--- src/shared/acr_cfg.svh ---
// Register map, field positions and pattern constants for the ADC config slice
`ifndef ACR_CFG_SVH
`define ACR_CFG_SVH

// Bus and word widths
`define ACR_ADDR_W      8
`define ACR_DATA_W      32
`define ACR_WORD_W      14

// Register indexes; byte address is four times the index
`define ACR_IDX_SRC     6'h00
`define ACR_IDX_STAT    6'h01
`define ACR_IDX_GAIN    6'h04
`define ACR_IDX_ULO     6'h0b
`define ACR_IDX_UHI     6'h0c
`define ACR_ADDR_SRC    ({`ACR_IDX_SRC, 2'b00})
`define ACR_ADDR_STAT   ({`ACR_IDX_STAT, 2'b00})
`define ACR_ADDR_GAIN   ({`ACR_IDX_GAIN, 2'b00})
`define ACR_ADDR_ULO    ({`ACR_IDX_ULO, 2'b00})
`define ACR_ADDR_UHI    ({`ACR_IDX_UHI, 2'b00})

// Field positions
`define ACR_GAIN_LSB    2
`define ACR_GAIN_MSB    6
`define ACR_SRC_LSB     5
`define ACR_SRC_MSB     7
`define ACR_FMT_BIT     9
`define ACR_ULO_MSB     10
`define ACR_UHI_MSB     2
`define ACR_STAT_OK_BIT 3
`define ACR_STAT_TG_BIT 4

// Clock buffer gain codes
`define ACR_GAIN_C0     5'h18
`define ACR_GAIN_C1     5'h00
`define ACR_GAIN_C2     5'h0c
`define ACR_GAIN_C3     5'h0a
`define ACR_GAIN_C4     5'h09
`define ACR_GAIN_C5     5'h08

// Output source codes
`define ACR_SRC_NORMAL  3'h0
`define ACR_SRC_ZEROS   3'h1
`define ACR_SRC_ONES    3'h2
`define ACR_SRC_TOGGLE  3'h3
`define ACR_SRC_UNUSED  3'h4
`define ACR_SRC_CUSTOM  3'h5
`define ACR_SRC_ALIGN   3'h6
`define ACR_SRC_SYNC    3'h7

// Pattern words
`define ACR_TOGGLE_WORD 14'h1555
`define ACR_ALIGN_WORD  14'h2aaa
`define ACR_SYNC_WORD   14'h3f80

`endif

--- src/shared/acr_pkg.sv ---
// Types shared by the ADC config slice
`default_nettype none
`include "acr_cfg.svh"

package acr_pkg;

  // Whole state of the register slice
  typedef struct packed {
    logic [2:0]               src;
    logic                     output_number_coding;
    logic [4:0]               gain;
    logic [10:0]              ulo;
    logic [2:0]               uhi;
    logic [2:0]               gain_step;
    logic                     gain_ok;
    logic                     toggle_ph;
    logic                     pready;
    logic                     pslverr;
    logic [`ACR_DATA_W-1:0]   prdata;
    logic                     out_valid;
    logic [`ACR_WORD_W-1:0]   out_word;
  } acr_state_s;

  typedef logic [2:0] acr_step_t;

endpackage

`default_nettype wire

--- src/hw/acr_gain_decode.sv ---
// Clock buffer gain code to gain step decoder
`timescale 1ns/1ns
`default_nettype none
`include "acr_cfg.svh"

module acr_gain_decode (
  input  wire logic [4:0]      code, // Gain field
  output acr_pkg::acr_step_t   step, // Gain step 0..5
  output logic                 ok    // Code is a listed one
);

  // Map each listed code to its step
  always_comb begin
    ok = 1'b1;
    case (code)
      `ACR_GAIN_C0: step = 3'h0;
      `ACR_GAIN_C1: step = 3'h1;
      `ACR_GAIN_C2: step = 3'h2;
      `ACR_GAIN_C3: step = 3'h3;
      `ACR_GAIN_C4: step = 3'h4;
      `ACR_GAIN_C5: step = 3'h5;
      default: begin
        step = 3'h1;
        ok   = 1'b0;
      end
    endcase
  end

endmodule

`default_nettype wire

--- src/hw/acr_regs.sv ---
// APB register slice with clock gain decode and output test patterns
//
// The APB interface to the registers was left to the implementer.
`timescale 1ns/1ns
`default_nettype none
`include "acr_cfg.svh"

////////////////////////////////////////////////////////////////////////////////
// How it works
// - Hardware or software reset clears all four config registers to zero
// - Gain field bits 6..2, code 11000 gives the lowest gain step
// - Gain code 00000 selects step one, the reset setting
// - Codes 01100, 01010, 01001, 01000 select steps two to five
// - Source field bits 7..5 at 000 passes conversion results
// - Source 001 outputs all zeros, 010 outputs all ones
// - Source 011 selects toggle pattern; 100 is unused
// - Source 101 outputs the user word from both user registers
// - Source 110 outputs an alternating one-zero serial stream
// - Source 111 outputs the synchronisation pattern
// - Bit 9 picks two's complement at zero, straight binary at one
// - Register 0x0B holds the user word low eleven bits
// - Low three bits of register 0x0C give the user word top bits
module acr_regs #(
  parameter logic [`ACR_WORD_W-1:0] SYNC_WORD = `ACR_SYNC_WORD // Sync word
) (
  input  wire logic                     clock,           // 100 MHz clock
  input  wire logic                     reset,           // Sync reset, high
  input  wire logic                     soft_reset,      // Software reset pulse
  input  wire logic                     psel,            // APB select
  input  wire logic                     penable,         // APB enable
  input  wire logic                     pwrite,          // APB write
  input  wire logic [`ACR_ADDR_W-1:0]   paddr,           // APB byte address
  input  wire logic [`ACR_DATA_W-1:0]   pwdata,          // APB write data
  input  wire logic [3:0]               pstrb,           // APB byte strobes
  output logic      [`ACR_DATA_W-1:0]   prdata,          // APB read data
  output logic                          pready,          // APB ready
  output logic                          pslverr,         // APB error
  input  wire logic                     sample_valid,    // Converter sample strobe
  input  wire logic [`ACR_WORD_W-1:0]   sample_data,     // Two's complement sample
  output logic                          out_valid,       // Output word strobe
  output logic      [`ACR_WORD_W-1:0]   out_word,        // Output word
  output logic      [2:0]               clk_gain_step,   // Clock buffer gain step
  output logic                          clk_gain_code_ok // Gain code is listed
);

  acr_pkg::acr_state_s       st_q;
  acr_pkg::acr_state_s       st_d;
  acr_pkg::acr_step_t        dec_step;
  logic                      dec_ok;
  logic [`ACR_DATA_W-1:0]    old_w;
  logic [`ACR_DATA_W-1:0]    mask_w;
  logic [`ACR_DATA_W-1:0]    new_w;
  logic                      hit;
  logic                      ro;

  //////////////////////////////////////////////////////////////////////////////
  // Gain decoder
  acr_gain_decode u_gain (
    .code (st_q.gain),
    .step (dec_step),
    .ok   (dec_ok)
  );

  //////////////////////////////////////////////////////////////////////////////
  // Read view of the addressed register
  always_comb begin
    old_w = '0;
    hit   = 1'b1;
    ro    = 1'b0;
    case (paddr)
      `ACR_ADDR_SRC: begin
        old_w[`ACR_SRC_MSB:`ACR_SRC_LSB] = st_q.src;
        old_w[`ACR_FMT_BIT]               = st_q.output_number_coding;
      end
      `ACR_ADDR_GAIN: begin
        old_w[`ACR_GAIN_MSB:`ACR_GAIN_LSB] = st_q.gain;
      end
      `ACR_ADDR_ULO: begin
        old_w[`ACR_ULO_MSB:0] = st_q.ulo;
      end
      `ACR_ADDR_UHI: begin
        old_w[`ACR_UHI_MSB:0] = st_q.uhi;
      end
      `ACR_ADDR_STAT: begin
        old_w[2:0]              = st_q.gain_step;
        old_w[`ACR_STAT_OK_BIT] = st_q.gain_ok;
        old_w[`ACR_STAT_TG_BIT] = st_q.toggle_ph;
        ro                      = 1'b1;
      end
      default: begin
        hit = 1'b0;
      end
    endcase
  end

  // Byte-strobe merge of write data
  always_comb begin
    mask_w = {{8{pstrb[3]}}, {8{pstrb[2]}}, {8{pstrb[1]}}, {8{pstrb[0]}}};
    new_w  = (old_w & ~mask_w) | (pwdata & mask_w);
  end

  //////////////////////////////////////////////////////////////////////////////
  // Next state
  always_comb begin
    st_d = st_q;
    // APB: one wait state, then commit on the ready edge
    if (psel && penable && !st_q.pready) begin
      st_d.pready  = 1'b1;
      st_d.pslverr = !hit || (pwrite && ro);
      st_d.prdata  = (hit && !pwrite) ? old_w : '0;
    end else if (psel && penable && st_q.pready) begin
      st_d.pready  = 1'b0;
      st_d.pslverr = 1'b0;
      st_d.prdata  = '0;
      if (pwrite && hit && !ro) begin
        case (paddr)
          `ACR_ADDR_SRC: begin
            st_d.src                  = new_w[`ACR_SRC_MSB:`ACR_SRC_LSB];
            st_d.output_number_coding = new_w[`ACR_FMT_BIT];
          end
          `ACR_ADDR_GAIN: begin
            st_d.gain = new_w[`ACR_GAIN_MSB:`ACR_GAIN_LSB];
          end
          `ACR_ADDR_ULO: begin
            st_d.ulo = new_w[`ACR_ULO_MSB:0];
          end
          `ACR_ADDR_UHI: begin
            st_d.uhi = new_w[`ACR_UHI_MSB:0];
          end
          default: begin
            st_d.uhi = st_q.uhi;
          end
        endcase
      end
    end else begin
      st_d.pready  = 1'b0;
      st_d.pslverr = 1'b0;
    end
    // Software reset beats a write in the same cycle
    if (soft_reset) begin
      st_d.src                  = '0;
      st_d.output_number_coding = 1'b0;
      st_d.gain                 = '0;
      st_d.ulo                  = '0;
      st_d.uhi                  = '0;
      st_d.toggle_ph            = 1'b0;
    end
    // Registered gain decode
    st_d.gain_step = dec_step;
    st_d.gain_ok   = dec_ok;
    // Output word per sample
    st_d.out_valid = sample_valid;
    if (sample_valid) begin
      case (st_q.src)
        `ACR_SRC_NORMAL: begin
          st_d.out_word = {sample_data[`ACR_WORD_W-1] ^ st_q.output_number_coding,
                           sample_data[`ACR_WORD_W-2:0]};
        end
        `ACR_SRC_ZEROS: begin
          st_d.out_word = '0;
        end
        `ACR_SRC_ONES: begin
          st_d.out_word = '1;
        end
        `ACR_SRC_TOGGLE: begin
          st_d.out_word  = st_q.toggle_ph ? ~`ACR_TOGGLE_WORD : `ACR_TOGGLE_WORD;
          st_d.toggle_ph = ~st_q.toggle_ph;
        end
        `ACR_SRC_CUSTOM: begin
          st_d.out_word = {st_q.uhi, st_q.ulo};
        end
        `ACR_SRC_ALIGN: begin
          st_d.out_word = `ACR_ALIGN_WORD;
        end
        `ACR_SRC_SYNC: begin
          st_d.out_word = SYNC_WORD;
        end
        default: begin
          st_d.out_word = '0;
        end
      endcase
    end
  end

  // State register
  always_ff @(posedge clock) begin
    if (reset) begin
      st_q <= '0;
    end else begin
      st_q <= st_d;
    end
  end

  // Outputs straight from flops
  assign prdata           = st_q.prdata;
  assign pready           = st_q.pready;
  assign pslverr          = st_q.pslverr;
  assign out_valid        = st_q.out_valid;
  assign out_word         = st_q.out_word;
  assign clk_gain_step    = st_q.gain_step;
  assign clk_gain_code_ok = st_q.gain_ok;
endmodule

`default_nettype wire

--- config.mk ---
export PLATFORM = sky130hd
export DESIGN_NAME = acr_regs
export DESIGN_NICKNAME = d
export VERILOG_FILES = /design/src/shared/acr_pkg.sv /design/src/hw/acr_gain_decode.sv /design/src/hw/acr_regs.sv
export VERILOG_INCLUDE_DIRS = /design/src /design/src/shared
export SDC_FILE = /design/constraint.sdc
export NUM_CORES = 1
export LEC_CHECK = 0
export ABC_CLOCK_PERIOD_IN_PS = 1700
export BUFFER_PORTS_ARGS = -buffer_cell sky130_fd_sc_hd__buf_2
export CORE_MARGIN = 1
export CORE_UTILIZATION = 45
export DETAILED_ROUTE_END_ITERATION = 10
export PLACE_DENSITY = 0.81
export SLEW_MARGIN = 20
export SYNTH_ARGS = -nofsm -noshare
export SYNTH_HDL_FRONTEND = slang
export SYNTH_SLANG_ARGS = --single-unit
export TNS_END_PERCENT = 50
--- constraint.sdc ---
create_clock -name clock -period 1.7 [get_ports clock]
set_input_delay 0.17 -clock clock [delete_from_list [all_inputs] [get_ports clock]]
set_output_delay 0.17 -clock clock [all_outputs]
set_load 0.01 [all_outputs]
## Yosys cells after proc, flatten, opt, wreduce, memory -nomap -nowiden

Cells that the tools add are included.

- Register bits: 77
- Output and inout port bits: 53
- Logic and storage cells: 78

- Equal/unequal tests: 14
- Muxes and demuxes: 20
- Bitwise gates (word level): 7
- Reductions and logical operators: 24

Operators with widths:

| cell | number |
|---|---|
| $pmux 14 s6 | 1 |
| $mux 34 | 1 |
| $mux 32 | 1 |
| $and 11x11->11 | 2 |
| $eq 5x4->1 const B | 4 |
| $pmux 2 s3 | 3 |
| $eq 8x6->1 const B | 2 |
| $reduce_and 4->1 | 4 |
| $pmux 3 s5 | 1 |
| $mux 14 | 1 |
| $mux 11 | 1 |
| $not 11->11 | 1 |
| $or 11x11->11 | 1 |
| $eq 3x3->1 const B | 3 |
| $eq 8x3->1 const B | 1 |
| $eq 8x5->1 const B | 1 |
| $logic_not 8->1 | 1 |
| $mux 1 | 8 |
| $logic_and 1x1->1 | 7 |
| $eq 3x2->1 const B | 2 |
| $reduce_or 6->1 | 1 |
| $eq 5x5->1 const B | 1 |
| $logic_not 5->1 | 1 |
| $reduce_or 5->1 | 1 |
| other kinds (9) | 15 |

## Logic depth before layout (Yosys ltp)

- Depth after elaboration: 6
- Depth in mapped cells: 7
- Gate-level depth less buffers: 4

## By module

A second synthesis with hierarchy kept.

- Cells, all modules: 423
- Area total of the unflattened synthesis: 3420.8 µm²

By module, submodules not included:

| module | instances | cells each | area an instance (µm²) | sequential area each (µm²) |
|---|---|---|---|---|
| acr_regs | 1 | 410 | 3337.0 | 1121.1 |
| acr_gain_decode | 1 | 13 | 83.8 | 0.0 |

## Least setup slack after synthesis

OpenSTA, ideal clock, no wires.

- Path kind: input to register
- From: input port paddr[5]
- To: register st_q[69] in the netlist's numbering
- Library setup time: 72 ps
- Data arrival time: 1512 ps
- Data required time: 1628 ps
- Setup slack: 117 ps
- Stages on the path: 5
- Path buffers: 1
- Cell sequence: buf_6 > or4b_2 > nor3_4 > o21a_1 > mux2i_1

- Cells in the longest elaborated chain, start to end: 6

RTL lines:

| item | line | source |
|---|---|---|
| from (decl) | acr_regs.sv:32 | `` input wire logic [`ACR_ADDR_W-1:0] paddr, `` |
| $eq 8x6->1 (tied with other cells) | acr_regs.sv:70 | `case (paddr)` |
| $reduce_or 5->1 (no line) | - |  |
| $mux 1 | acr_regs.sv:70 |  |
| $logic_and 1x1->1 (2 in a row) | acr_regs.sv:115 | `if (pwrite && hit && !ro) begin` |
| $reduce_and 4->1 (no line) | - |  |
| to (signal assigned) | acr_regs.sv:190 | `st_q <= st_d;` |
| to (decl) | acr_regs.sv:46 | `acr_pkg::acr_state_s st_q;` |

Parallel ways exist; a longest one is shown, timed or not.
A chain may end at the register's enable or synchronous reset.

## Worst setup path in the final report

- From: register st_q (netlist bit clk_gain_step[2])
- To: register st_q[68] in the netlist's numbering

- Cells in the longest elaborated chain, start to end: 3

RTL lines:

| item | line | source |
|---|---|---|
| $pmux 1 s4 | acr_regs.sv:70 |  |
| $and 11x11->11 | acr_regs.sv:99 | `new_w = (old_w & ~mask_w) \| (pwdata & mask_w);` |
| $or 11x11->11 | acr_regs.sv:99 |  |

Every way passes these cells.

==> results_dict.tcl <==
set metrics [dict create \
    status "complete, no violations" \
    numCtsBuffers 5 \
    cts.sinks 56 \
    report.final.setup_viol 0 \
    layout_common_cells "73 x buf_2, 56 x dfxtp_1, 42 x o21ai_0" \
    final.setup.tns_ps 0 \
    io_buffers 73 \
    synthDistinctLibCells 60 \
    final_util_pct 51.5 \
    synth_compound_area_share_pct 23.8 \
    overflow 0 \
    gp_congestion 0.882 \
    cp_max_fo 3 \
    post_cts_buffers 0 \
    rows 30 \
    cp_num_cells 4 \
    io_pins 118 \
    grt_pass1_wl_um 12600 \
    synth_xor_area_share_pct 1.08 \
    vias_per_cell 5.48 \
    critPathMaxStageDelay_ps 490 \
    multiInputGateArea_mm2 0.00166 \
    period_needed_ps 1620 \
    timing.fmax_ghz 0.619 \
    antenna_cells 0 \
    critical_path_required_ps 1930 \
    synth-seq-area-share_pct 34.7 \
    synthAdderAreaFrac_pct 0 \
    mostFrequentLayoutCell "buf_2" \
    drc 0 \
    regArea_mm2 0.00112 \
    die_h_um 86.7 \
    vdd_drop_max_mv 0.268 \
    syn_to_final_growth_pct 9.49 \
    routedWlPerCell_um 14.9 \
    synthArstFlopShare_pct 0 \
    grt_use_total_pct 21.9 \
    pre_cts_ws_ps -156 \
    maxCapViolCount 0 \
    synth_seq_cells 56 \
    clockBufferDepth 2 \
    syn_area_mm2 0.00323 \
    grt_max_degree 25 \
    wl_um 7920 \
    fin_nets 500 \
    synth-warning-count 0 \
    die_w_um 86.7 \
    synth_ff_type "dfxtp_1" \
    fillCellCount 675 \
    syn_avg_cell_area_um2 8.26 \
    antenna_found_initial 0 \
    start_util_pct 47.0 \
    dieArea_mm2 0.00752 \
    critPathKind "reg2reg" \
    core_area_mm2 0.00687 \
    synth_edf_count 0 \
    slew_headroom_pct 45.6 \
    worst_pin_slew_ps 813 \
    synth_mux_area_share_pct 2.87 \
    hp-class "in2reg" \
    holdWs_ps 112 \
    detail_route.iter0.violations 285 \
    path_buf_inv 0 \
    finalHoldViolations 0 \
    synth_top_family_by_area "compound AO/OA/AOI/OAI gates" \
    path_clk_slew_ps 100 \
    synth_cells 391 \
    rsz0062_at_grt "no" \
    cp_slowest_cell "or3b_2" \
    worst_slack_ps 84.3 \
    clockRootBuffer "clkbuf_8" \
    holdPathStages 3 \
    insertion_delay_ps 320 \
    ant_nets 0 \
    yosys.area_share.simple_pct 20.6 \
    layout-drive-gt1-share_pct 27.8 \
    end_kind "register" \
    cts_max_level 2 \
    worstSetupStartpointType "register" \
    reg2regPathDepth 4 \
    dr.pass1.iters 4 \
    finClkSkew_ps 11.9 \
    slew_violations 0 \
    grt_pass1_vias 2547 \
    crit_chain "or3b_2, a2111oi_4, a211oi_2, a211oi_1" \
    critPathArrivalTime_ps 1840 \
    num_vias 2913 \
    hold_buffers 0 \
    dp_hpwl_um 6170 \
    cts_tree "done" \
    cp_top_family "compound AO/OA/AOI/OAI gates" \
    power_per_cell_area_mw_per_mm2 673 \
    leakage_nw 1.47 \
    finalCritPeriodShare_pct 95.0 \
]
metrics by stage:
stage	instances	power, mW	area [µm²]
6_report	532	2.38	3540
5_1_grt	532	2.48	3540
4_1_cts	532	2.39	3520
3_5_place_dp	524	1.67	3430
3_3_place_gp	524	1.66	3430
2_1_floorplan	411	1.61	3300
path summary, 6_finish.rpt:
kind                                from                      to  slack (ps)
min                            pwdata[9]   st_q[66]$_SDFFE_PP0P_         110
max          clk_gain_step[2]$_SDFF_PP0_   st_q[68]$_SDFFE_PP0P_          80
max reg2reg  clk_gain_step[2]$_SDFF_PP0_   st_q[68]$_SDFFE_PP0P_          80
min reg2reg       prdata[7]$_SDFFE_PP0P_  prdata[7]$_SDFFE_PP0P_         460
layout make-up:
| class | count | share of cell area (%) |
|---|---|---|
| clock buffers | 6 | 2.05 |
| multi-input cells | 273 | 46.9 |
| clock inverters | 2 | 0.460 |
| repair buffers | 92 | 14.7 |
| well taps | 96 | 3.40 |
| flip-flops and latches | 56 | 31.7 |
| inverters | 7 | 0.743 |
report_power, final:
part	internal, mW	switching [mW]	leakage (nW)
Combinational	0.120	0.174	0.973
Sequential	1.34	0.0115	0.455
Clock	0.294	0.443	0.0414
cells by family after synthesis:
logic type                count (synthesis)
and+or+nand+nor                         121
AOI/OAI and AO/OA                       118
buffers and inverters                    82
DFF                                      56
muxes                                     9
xor gates and xnor gates                  4
other                                     1
worst reg2reg max path, delay by kind of cell, from the launching register on:
kind	cells	cell delay [ps]
compound gates	3	690
flops	1	350
simple gates	1	490
registers in the layout, indices dropped and copies added (netlist names):
signal and count:
clk_gain_step 3, pslverr 1, out_word 14, out_valid 1, st_q 24, pready 1
clk_gain_code_ok 1, prdata 11
what timing repair did:
item / in CTS / in global routing
pin swaps: 1 / 0
cloned: 0 / 0
resized for setup: 1 / 1
setup endpoints to repair: 1 / 2
metal layers:
layer  GRT usage (%)  routed length (µm)
met5               0                   0
met4            8.79                 215
met3            4.00                 457
met2            34.3                3580
met1            29.9                3660
synth_stat cells, types with 4 or more instances:
cell       n  area share [%]
nand4_1    6             1.2
nor2_1    24             2.8
mux2i_1    7             2.2
a31oi_1    4            0.77
nor2b_1    4            0.77
dfxtp_1   56              35
o221a_2    4             1.4
o21ai_0   42             6.5
nand3_1   13             2.0
buf_4     49              11
o211ai_1   5             1.2
a22o_1     5             1.4
a21oi_1   23             3.6
a22oi_1    7             1.6
nand2_1   40             4.6
inv_1      7            0.81
a211oi_1   4            0.93
nor4_1     5            0.97
clkbuf_1  19             2.2
No activity file was read; power rests on OpenSTA's default activity.
